[config.mk]
export PLATFORM = sky130hd
export DESIGN_NAME = ramp_pulse_output
export DESIGN_NICKNAME = d
export VERILOG_FILES = /design/src/ramp_pkg.sv /design/src/pulse_gen.sv /design/src/ramp_pulse_output.sv
export SDC_FILE = /design/constraint.sdc
export NUM_CORES = 2
export LEC_CHECK = 0
export BUFFER_PORTS_ARGS = -buffer_cell sky130_fd_sc_hd__buf_2
export CORE_AREA = 2 2 285 287
export DETAILED_ROUTE_END_ITERATION = 6
export DIE_AREA = 0 0 287 289
export PLACE_DENSITY = 0.74
export SETUP_SLACK_MARGIN = 0.2
export SLEW_MARGIN = 30
export SYNTH_ARGS = -nofsm -noshare
export SYNTH_HDL_FRONTEND = slang
export SYNTH_HIERARCHICAL = 1
export SYNTH_SLANG_ARGS = --single-unit
[constraint.sdc]
create_clock -name REF_CLK -period 27.5 [get_ports REF_CLK]
set_clock_uncertainty 0.05 [all_clocks]
set_input_delay 4.125 -clock REF_CLK [delete_from_list [all_inputs] [get_ports REF_CLK]]
set_output_delay 4.125 -clock REF_CLK [all_outputs]
set_load 0.03 [all_outputs]
[src/ramp_pkg.sv]
// constants, register map and types of the ramp pulse generator
package ramp_pkg;
  localparam int unsigned CLK_HZ      = 32'h02FA_F080; // 50 MHz
  localparam int unsigned MS_PER_S    = 32'h0000_03E8;
  localparam int unsigned STEP_MS     = 32'h0000_000A;
  localparam int unsigned STEP_CYCLES = CLK_HZ / MS_PER_S * STEP_MS;

  localparam logic [7:0] OFS_CTRL   = 8'h00;
  localparam logic [7:0] OFS_STEADY = 8'h04;
  localparam logic [7:0] OFS_START  = 8'h08;
  localparam logic [7:0] OFS_RAMP   = 8'h0C;
  localparam logic [7:0] OFS_PRESET = 8'h10;
  localparam logic [7:0] OFS_ERROR  = 8'h14;
  localparam logic [7:0] OFS_STATUS = 8'h18;

  localparam int unsigned CTRL_MODE = 0;
  localparam int unsigned CTRL_REV  = 1;
  localparam int unsigned ST_BUSY   = 0;
  localparam int unsigned ST_DONE   = 1;
  localparam int unsigned ST_RAMP   = 2;
  localparam int unsigned ST_PERR   = 3;

  localparam logic [15:0] RST_STEADY = 16'h0064;
  localparam logic [15:0] RST_START  = 16'h0064;
  localparam logic [15:0] RST_RAMP   = 16'h0064;
  localparam logic [31:0] RST_PRESET = 32'h0098_9680;

  localparam logic [15:0] FREQ_MIN_M0 = 16'h0001;
  localparam logic [15:0] FREQ_MIN_M1 = 16'h0014;
  localparam logic [15:0] FREQ_MAX    = 16'h2710;
  localparam logic [15:0] RAMP_MIN    = 16'h000A;
  localparam logic [15:0] RAMP_MAX    = 16'h2710;
  localparam logic [15:0] RAMP_UNIT   = 16'h000A;
  localparam logic [31:0] PRESET_MIN  = 32'h0000_0001;
  localparam logic [31:0] PRESET_MAX  = 32'h05F5_E100;
  localparam logic [3:0]  MODE1_SCALE = 4'hA;
  localparam logic [7:0]  PULSE_SCALE = 8'h64;

  localparam logic [15:0] ERR_NONE   = 16'h0000;
  localparam logic [15:0] ERR_START  = 16'h0002;
  localparam logic [15:0] ERR_PRESET = 16'h0003;
  localparam logic [15:0] ERR_STEADY = 16'h0004;
  localparam logic [15:0] ERR_RAMP   = 16'h0005;
  localparam logic [15:0] ERR_PULSES = 16'h0008;
  localparam logic [15:0] ERR_ORDER  = 16'h0009;

  localparam logic [1:0] REV_OFF    = 2'h0;
  localparam logic [1:0] REV_SINGLE = 2'h1;
  localparam logic [1:0] REV_DUAL   = 2'h2;

  typedef enum {S_IDLE, S_ACCEL, S_STEADY, S_DECEL, S_TAIL, S_DONE} state_t;
endpackage

[src/pulse_gen.sv]
// square wave generator with a one-cycle strobe at each falling edge
`timescale 1ns/1ns
module pulse_gen #(
  parameter int unsigned CLK_HZ = ramp_pkg::CLK_HZ,
  parameter int unsigned HZ_W   = 17
) (
  input  wire logic            clk,
  input  wire logic            rst_b,
  input  wire logic            en,
  input  wire logic [HZ_W-1:0] hz,
  output logic                 wave_q,
  output logic                 fall_q
);
  localparam logic [31:0] HALF = 32'(CLK_HZ / 2);

  if (HALF <= (32'h1 << HZ_W)) begin : g_bad_clk
    $error("pulse_gen: clock too slow for the frequency range");
  end

  logic [31:0] acc_q;
  logic [31:0] sum_w;
  logic        wrap_w;

  // accumulate hz per cycle; two wraps make one period of hz
  assign sum_w  = acc_q + 32'(hz);
  assign wrap_w = sum_w >= HALF;

  always_ff @(posedge clk)
  begin
    if (!rst_b || !en)
    begin
      acc_q  <= 32'h0000_0000;
      wave_q <= 1'b0;
      fall_q <= 1'b0;
    end
    else
    begin
      acc_q  <= wrap_w ? sum_w - HALF : sum_w;
      wave_q <= wrap_w ? ~wave_q : wave_q;
      fall_q <= wrap_w & wave_q;
    end
  end
endmodule // pulse_gen

[src/ramp_pulse_output.sv]
// ramp pulse output block with its apb register file
// How it works
// - run rise checks settings, flags error
// - code 0 ok, 2 bad start frequency
// - code 3 when preset out of range
// - code 4 bad steady frequency
// - code 5 ramp time outside 10..10000 ms
// - code 8 ramp pulses exceed preset
// - code 9 start not below steady
// - pulses while run on, busy meanwhile
// - ramping flag only while frequency changes
// - frequency steps once every 10 ms
// - preset reached: stop, done, block output
// - run off halts output at once
// - new run clears count, restarts
// - settings snapshot at run rise
// - init ignored while run is on
// - single mode: direction pin follows input
// - dual mode: pulse pin chosen by direction
// - dual: first forward, second reverse
// - mode 1 scales frequency by ten
// - block output is done gated by run
`timescale 1ns/1ns
module ramp_pulse_output #(
  parameter int unsigned STEP_CYCLES = ramp_pkg::STEP_CYCLES,
  parameter int unsigned CLK_HZ      = ramp_pkg::CLK_HZ
) (
  input  wire logic        REF_CLK,
  input  wire logic        RST_B,
  input  wire logic        PSEL,
  input  wire logic        PENABLE,
  input  wire logic        PWRITE,
  input  wire logic [7:0]  PADDR,
  input  wire logic [31:0] PWDATA,
  output logic      [31:0] PRDATA,
  output logic             PREADY,
  output logic             PSLVERR,
  input  wire logic        RUN_IN,
  input  wire logic        INIT_IN,
  input  wire logic        DIR_IN,
  output logic             FIRST_PULSE,
  output logic             SECOND_PULSE,
  output logic             DIR_OUT,
  output logic             BUSY,
  output logic             DONE,
  output logic             RAMPING,
  output logic             BLOCK_OUT,
  output logic             PROG_ERR
);
  // the frequency drain needs up to FREQ_MAX cycles inside one step
  if (STEP_CYCLES <= 32'(ramp_pkg::FREQ_MAX) + 2) begin : g_bad_step
    $error("ramp_pulse_output: STEP_CYCLES too small");
  end

  function automatic logic freq_ok(input logic [15:0] f, input logic m);
    freq_ok = f >= (m ? ramp_pkg::FREQ_MIN_M1 : ramp_pkg::FREQ_MIN_M0)
              && f <= ramp_pkg::FREQ_MAX;
  endfunction

  // settings written by software
  logic        mode_q;
  logic [1:0]  rev_q;
  logic [15:0] steady_q;
  logic [15:0] start_q;
  logic [15:0] ramp_q;
  logic [31:0] preset_q;
  // snapshot taken at run rise
  logic        s_mode_q;
  logic [1:0]  s_rev_q;
  logic        s_dir_q;
  logic [15:0] s_steady_q;
  logic [15:0] s_start_q;
  logic [15:0] s_steps_q;
  logic [31:0] s_preset_q;
  // run state
  ramp_pkg::state_t state_q;
  ramp_pkg::state_t state_d;
  logic        run_q;
  logic [15:0] err_q;
  logic        perr_q;
  logic [31:0] cnt_q;
  logic [31:0] up_q;
  logic [31:0] tick_q;
  logic [15:0] stepn_q;
  logic [15:0] frac_q;
  logic [15:0] freq_q;
  logic        wave;
  logic        fall;

  // apb decode
  wire setup_w  = PSEL & ~PENABLE;
  wire wr_w     = PSEL & PENABLE & PREADY & PWRITE;
  wire sel_ctrl = PADDR == ramp_pkg::OFS_CTRL;
  wire sel_stdy = PADDR == ramp_pkg::OFS_STEADY;
  wire sel_strt = PADDR == ramp_pkg::OFS_START;
  wire sel_ramp = PADDR == ramp_pkg::OFS_RAMP;
  wire sel_pre  = PADDR == ramp_pkg::OFS_PRESET;
  wire sel_err  = PADDR == ramp_pkg::OFS_ERROR;
  wire sel_st   = PADDR == ramp_pkg::OFS_STATUS;
  wire mapped_w = sel_ctrl | sel_stdy | sel_strt | sel_ramp | sel_pre
                  | sel_err | sel_st;
  wire [3:0] status_w = {perr_q, RAMPING, DONE, BUSY};
  wire [31:0] rdata_w =
      sel_ctrl ? {29'h0, rev_q, mode_q} :
      sel_stdy ? {16'h0, steady_q} :
      sel_strt ? {16'h0, start_q} :
      sel_ramp ? {16'h0, ramp_q} :
      sel_pre  ? preset_q :
      sel_err  ? {16'h0, err_q} :
      sel_st   ? {28'h0, status_w} : 32'h0000_0000;

  // setting check on the live registers, the same values the snapshot takes
  wire        rise_w   = RUN_IN & ~run_q;
  wire [15:0] steps_w  = ramp_q / ramp_pkg::RAMP_UNIT;
  wire [16:0] fsum_w   = {1'b0, start_q} + {1'b0, steady_q};
  wire [47:0] rpulse_w = 48'(fsum_w) * 48'(mode_q ? ramp_pkg::MODE1_SCALE
                         : 4'h1) * 48'(steps_w);
  wire [47:0] plimit_w = 48'(preset_q) * 48'(ramp_pkg::PULSE_SCALE);
  wire [15:0] err_w =
      !freq_ok(start_q, mode_q) ? ramp_pkg::ERR_START :
      (preset_q < ramp_pkg::PRESET_MIN ||
       preset_q > ramp_pkg::PRESET_MAX) ? ramp_pkg::ERR_PRESET :
      !freq_ok(steady_q, mode_q) ? ramp_pkg::ERR_STEADY :
      (ramp_q < ramp_pkg::RAMP_MIN ||
       ramp_q > ramp_pkg::RAMP_MAX) ? ramp_pkg::ERR_RAMP :
      (start_q >= steady_q) ? ramp_pkg::ERR_ORDER :
      (rpulse_w > plimit_w) ? ramp_pkg::ERR_PULSES :
      ramp_pkg::ERR_NONE;
  wire go_w = rise_w && err_w == ramp_pkg::ERR_NONE;

  // ramp arithmetic on the snapshot
  wire        active_w = state_q inside {ramp_pkg::S_ACCEL,
                         ramp_pkg::S_STEADY, ramp_pkg::S_DECEL,
                         ramp_pkg::S_TAIL};
  wire        tick_w   = active_w && tick_q == 32'(STEP_CYCLES - 1);
  wire        slope_w  = state_q inside {ramp_pkg::S_ACCEL,
                         ramp_pkg::S_DECEL};
  wire [15:0] diff_w   = s_steady_q - s_start_q;
  wire [15:0] frac_w   = (slope_w && tick_w) ? frac_q + diff_w : frac_q;
  wire        drain_w  = slope_w && frac_w >= s_steps_q;
  wire        sdone_w  = stepn_q == s_steps_q && frac_q < s_steps_q;
  wire [31:0] remain_w = s_preset_q - cnt_q;
  wire        last_w   = fall && cnt_q + 32'h1 == s_preset_q;
  wire [16:0] hz_w     = s_mode_q ? 17'(freq_q) * 17'(ramp_pkg::MODE1_SCALE)
                         : 17'(freq_q);

  always_comb
  begin
    state_d = state_q;
    case (state_q)
      ramp_pkg::S_ACCEL:
        if (remain_w <= up_q) state_d = ramp_pkg::S_DECEL;
        else if (sdone_w) state_d = ramp_pkg::S_STEADY;
      ramp_pkg::S_STEADY:
        if (remain_w <= up_q) state_d = ramp_pkg::S_DECEL;
      ramp_pkg::S_DECEL:
        if (sdone_w) state_d = ramp_pkg::S_TAIL;
      default: ;
    endcase
    if (active_w && last_w) state_d = ramp_pkg::S_DONE;
    if (go_w) state_d = ramp_pkg::S_ACCEL;
    else if (rise_w) state_d = ramp_pkg::S_IDLE;
    if (!RUN_IN && state_d != ramp_pkg::S_DONE)
      state_d = ramp_pkg::S_IDLE;
  end

  wire busy_d = state_d inside {ramp_pkg::S_ACCEL, ramp_pkg::S_STEADY,
                ramp_pkg::S_DECEL, ramp_pkg::S_TAIL};
  wire ramp_d = state_d inside {ramp_pkg::S_ACCEL,
                ramp_pkg::S_DECEL};
  wire done_d = state_d == ramp_pkg::S_DONE;
  wire dual_w = s_rev_q == ramp_pkg::REV_DUAL;
  wire init_w = INIT_IN & ~RUN_IN;

  pulse_gen #(
    .CLK_HZ (CLK_HZ),
    .HZ_W   (17)
  ) u_gen (
    .clk    (REF_CLK),
    .rst_b  (RST_B),
    .en     (active_w && RUN_IN),
    .hz     (hz_w),
    .wave_q (wave),
    .fall_q (fall)
  );

  // software settings; init restores defaults only while run is off
  always_ff @(posedge REF_CLK)
  begin
    if (!RST_B || init_w)
    begin
      mode_q   <= 1'b0;
      rev_q    <= ramp_pkg::REV_OFF;
      steady_q <= ramp_pkg::RST_STEADY;
      start_q  <= ramp_pkg::RST_START;
      ramp_q   <= ramp_pkg::RST_RAMP;
      preset_q <= ramp_pkg::RST_PRESET;
    end
    else if (wr_w)
    begin
      if (sel_ctrl) mode_q <= PWDATA[ramp_pkg::CTRL_MODE];
      if (sel_ctrl) rev_q <= PWDATA[ramp_pkg::CTRL_REV +: 2];
      if (sel_stdy) steady_q <= PWDATA[15:0];
      if (sel_strt) start_q <= PWDATA[15:0];
      if (sel_ramp) ramp_q <= PWDATA[15:0];
      if (sel_pre) preset_q <= PWDATA;
    end
  end

  // snapshot; later writes wait for the next rise
  always_ff @(posedge REF_CLK)
  begin
    if (!RST_B)
    begin
      s_mode_q   <= 1'b0;
      s_rev_q    <= ramp_pkg::REV_OFF;
      s_dir_q    <= 1'b0;
      s_steady_q <= ramp_pkg::RST_STEADY;
      s_start_q  <= ramp_pkg::RST_START;
      s_steps_q  <= 16'h0001;
      s_preset_q <= ramp_pkg::RST_PRESET;
    end
    else if (go_w)
    begin
      s_mode_q   <= mode_q;
      s_rev_q    <= rev_q;
      s_dir_q    <= DIR_IN;
      s_steady_q <= steady_q;
      s_start_q  <= start_q;
      s_steps_q  <= steps_w;
      s_preset_q <= preset_q;
    end
  end

  // pulse count, step timer and frequency walk
  always_ff @(posedge REF_CLK)
  begin
    if (!RST_B || go_w)
    begin
      state_q <= go_w ? ramp_pkg::S_ACCEL : ramp_pkg::S_IDLE;
      cnt_q   <= 32'h0000_0000;
      up_q    <= 32'h0000_0000;
      tick_q  <= 32'h0000_0000;
      stepn_q <= 16'h0000;
      frac_q  <= 16'h0000;
      freq_q  <= go_w ? start_q : 16'h0000;
    end
    else
    begin
      state_q <= state_d;
      cnt_q   <= (active_w && fall) ? cnt_q + 32'h1 : cnt_q;
      up_q    <= (state_q == ramp_pkg::S_ACCEL && fall) ? up_q + 32'h1 : up_q;
      tick_q  <= (!active_w || tick_w) ? 32'h0000_0000 : tick_q + 32'h1;
      stepn_q <= state_d != state_q ? 16'h0000 :
                 (slope_w && tick_w && stepn_q != s_steps_q) ?
                 stepn_q + 16'h1 : stepn_q;
      frac_q  <= state_d != state_q ? 16'h0000 :
                 drain_w ? frac_w - s_steps_q : frac_w;
      freq_q  <= !drain_w ? freq_q :
                 state_q == ramp_pkg::S_ACCEL ? freq_q + 16'h1 :
                 freq_q - 16'h1;
    end
  end

  // registered outputs and status; a program error set beats its clear
  always_ff @(posedge REF_CLK)
  begin
    if (!RST_B)
    begin
      FIRST_PULSE  <= 1'b0;
      SECOND_PULSE <= 1'b0;
      DIR_OUT      <= 1'b0;
      BUSY         <= 1'b0;
      DONE         <= 1'b0;
      RAMPING      <= 1'b0;
      BLOCK_OUT    <= 1'b0;
      PROG_ERR     <= 1'b0;
      PRDATA       <= 32'h0000_0000;
      PREADY       <= 1'b0;
      PSLVERR      <= 1'b0;
      err_q        <= ramp_pkg::ERR_NONE;
      perr_q       <= 1'b0;
      run_q        <= 1'b0;
    end
    else
    begin
      FIRST_PULSE  <= wave & RUN_IN & ~(dual_w & s_dir_q);
      SECOND_PULSE <= wave & RUN_IN & dual_w & s_dir_q;
      DIR_OUT      <= (s_rev_q == ramp_pkg::REV_SINGLE) & DIR_IN;
      BUSY         <= busy_d;
      DONE         <= done_d;
      RAMPING      <= ramp_d;
      BLOCK_OUT    <= done_d & RUN_IN;
      PROG_ERR     <= (rise_w && err_w != ramp_pkg::ERR_NONE) || perr_q;
      PRDATA       <= setup_w ? rdata_w : PRDATA;
      PREADY       <= setup_w;
      PSLVERR      <= setup_w & ~mapped_w;
      run_q        <= RUN_IN;
      err_q        <= rise_w ? err_w : err_q;
      perr_q       <= (rise_w && err_w != ramp_pkg::ERR_NONE) ||
                      (perr_q && !(wr_w && sel_st &&
                      PWDATA[ramp_pkg::ST_PERR]));
    end
  end
endmodule // ramp_pulse_output

==> metrics.md <==
| Metric | Value |
|---|---|
| Crit path launch type | `register` |
| Final Slew Violations | `0` |
| Cell Int Power | `1.06 mW` |
| Largest net degree at the start of global routing | `89` |
| Fin. Hold Viols | `0` |
| Wire per inst | `18.4 µm` |
| Netlist cell types | `116` |
| Mapped Cells | `5398` |
| Clock power frac | `45.4%` |
| Vias in the first global route | `35500` |
| Most common cell in the netlist | `inv_1` |
| WP data arrival | `17660 ps` |
| Fraction of registers with async set/reset | `0%` |
| PortBufs | `89` |
| Synth top area share | `18.6%` |
| CTS Buf Count | `44` |
| Gp weighted congestion | `0.976` |
| Routed via count | `37400` |
| Number of synthesized flops with an enable pin | `16` |
| Synth Area in Compound Gates | `14.8%` |
| Num ports | `90` |
| Post-layout util | `58.2%` |
| CTS resizes | `0` |
| Via/cell ratio | `5.77` |
| Reg power frac | `43.7%` |
| Antenna violations before repair | `7` |
| Starting Density | `54.6%` |
| Post-synth top area cell | `dfxtp_1` |
| Die height | `289 µm` |
| Core area | `79900 µm²` |
| RSZ-0062 raised after global routing | `no` |
| Worst slew margin | `33.3%` |
| Outcome | `finished, final reports clean` |
| Synth Flop Type | `dfxtp_1` |
| Yosys reg bits | `422` |
| Crit path max-delay cell type | `dfxtp_1` |
| # fillers | `7215` |
| Switch share | `26.3%` |
| Metal2 WL | `52.6 mm` |
| Number of max-cap violations | `0` |
| Min cycle time layout | `17230 ps` |
| Overall routed net length | `119 mm` |
| DRC viols | `0` |
| Synth Cell Area | `43700 µm²` |
| Avg Inst Size Synth | `8.09 µm²` |
| Peak supply drop | `0.0440 mV` |
| LEAKAGE | `20.4 nW` |
| Max layer used | `met5` |
| CTS Hold Buffers Added | `0` |
| CTS sink cnt | `422` |
| Area Overhead vs Synth | `6.59%` |
| Worst-path clk slew | `70 ps` |
| Crit Path Max Fanout | `88` |
| Critical Path RT | `27930 ps` |
| Ranking of synthesized cells by area | `dfxtp_1 19%, ha_1 15%, fa_1 12%` |
| Final ANT Viol Nets | `0` |
| Synth Area in XOR/XNOR | `7.20%` |
| Share of layout cells above drive strength 1 | `6.86%` |
| Gr usage total | `28.6%` |
| Final period utilization | `62.7%` |
| Cell area power density | `30.9 nW/µm²` |
| Site Rows | `104` |
| Full die area | `82900 µm²` |
| Gate power share | `10.9%` |
| Worst path max stage delay | `880 ps` |
| Most frequent cells after synthesis | `751 x inv_1, 598 x nand2_1, 513 x ha_1` |
| Worst-Margin Slew | `997 ps` |
| Post-synthesis adder-cell area fraction | `27.2%` |
| FMAX | `0.0580 GHz` |
| Final Setup Violations | `0` |
| Global-route wire length before repair | `191 mm` |
| # diodes | `0` |
| DR pass1 iterations | `6` |
| Fin nets | `6208` |
| Largest family of logic cells by synthesized area | `adder cells` |
| Simple logic cell fraction of the synthesized area | `19.3%` |
| DP HPWL | `93.9 mm` |
| H-tree depth | `2` |
| Setup crit end kind | `register` |
| Clk_lat worst skew | `620 ps` |
| Width of the die | `287 µm` |
| Setup TNS | `0 ps` |
| Critical path class | `register to register` |
| Drt initial violations | `2889` |
| CTS max path bufs | `3` |
| Setup Fix Bufs, Post-CTS | `0` |
| Routed met1 length | `52.3 mm` |
| Synth Warn # | `6` |
| GR Overflow Total | `0` |
| WL met3 | `11.4 mm` |
| Mux contribution to synthesized area | `3.28%` |
| Root buffer cell | `clkbuf_16` |
| Hold Crit Class | `register to register` |
| Switching pwr | `379 µW` |
| CTS tree | `done` |
| Sequential share of the synthesized area | `19.7%` |
## final timing paths
| path | cells past startpoint | from | slack, ps | to |
|---|---|---|---|---|
| max | 55 | ramp_q[10] | 10270 | tick_q[1] |
| min | 1 | tick_q[0] | 410 | tick_q[0] |
| min reg2reg | 1 | tick_q[0] | 410 | tick_q[0] |
| max reg2reg | 55 | ramp_q[10] | 10270 | tick_q[1] |
## layout by cell type, fill, tap and decap left out, types with 26 or more instances in the layout
master / instances
a211oi_1: 33
a21o_1: 66
a21oi_1: 310
a22oi_1: 32
a31oi_1: 26
and2_1: 59
and3_1: 33
buf_2: 89
buf_4: 37
clkbuf_16: 44
dfxtp_1: 406
fa_1: 271
ha_1: 513
inv_1: 750
mux2_2: 32
mux2i_1: 107
nand2_1: 598
nand2b_1: 61
nand3_1: 104
nand4_1: 67
nor2_1: 447
nor2b_1: 64
nor3_1: 121
nor4_1: 47
o211ai_1: 37
o21a_1: 32
o21ai_0: 166
o21bai_1: 62
or2_2: 44
or3_1: 27
xnor2_1: 254
xor2_1: 101
## sequential cells by signal, indices dropped and copies added (netlist names), 32 cells and up
name,flops
preset_q,32
up_q,32
u_gen/acc_q,32
cnt_q,32
s_preset_q,32
PRDATA,32
state_q,32
tick_q,32
## layout make-up
class                   instances  area (µm²)  share of cell area, %
well taps                    1060        1330                   2.85
clock inverters                22         320                  0.688
flip-flops and latches        422        8610                   18.5
clock buffers                  59        1260                   2.70
multi-input cells            4027       31500                   67.6
inverters                     754        2830                   6.08
repair buffers                127         734                   1.58
## worst max-delay path: cells and delay by family, from the launching register on
family | cells | cell delay [ps]
adders and majority gates | 8 | 2950
buffers and inverters | 8 | 1790
AOI/OAI and AO/OA | 28 | 8150
DFF | 1 | 880
xor gates and xnor gates | 1 | 160
and+or+nand+nor | 10 | 3000
## cell families (layout without fill, tap and decap cells)
| logic type | Yosys count | count (layout) |
|---|---|---|
| mux | 139 | 139 |
| buf+inv | 950 | 962 |
| fa+ha+maj | 785 | 785 |
| simple gates | 1769 | 1769 |
| other cells | 2 | 3 |
| compound gates | 972 | 972 |
| flops | 422 | 422 |
| xor+xnor | 359 | 359 |
## metal layers
metal	vias up	track usage [%]
li1	18000	-
met1	17800	39.9
met2	1354	44.7
met3	197	6.87
met4	10	7.19
met5	-	0
## through the flow
stage | hold slack, ps | cell area [µm²] | setup WS (ps) | power, mW | std cells
after floorplan | 367 | 43700 | 14140 | 0.758 | 5399
after global placement | 379 | 44900 | 10470 | 0.792 | 6390
after detailed placement | 387 | 44900 | 10360 | 0.795 | 6390
after CTS | 404 | 46500 | 10300 | 1.45 | 6471
after global routing | 427 | 46500 | 8990 | 1.49 | 6471
final | 405 | 46500 | 10270 | 1.44 | 6471
## power groups by stage
stage / Sequential, mW / Combinational (mW) / Clock [mW]
after global placement: 0.643 / 0.149 / 0
after CTS: 0.629 / 0.155 / 0.663
after floorplan: 0.641 / 0.118 / 0
after global routing: 0.629 / 0.175 / 0.687
final: 0.629 / 0.157 / 0.653
after detailed placement: 0.643 / 0.153 / 0
Power figures use the tool's default switching activity.
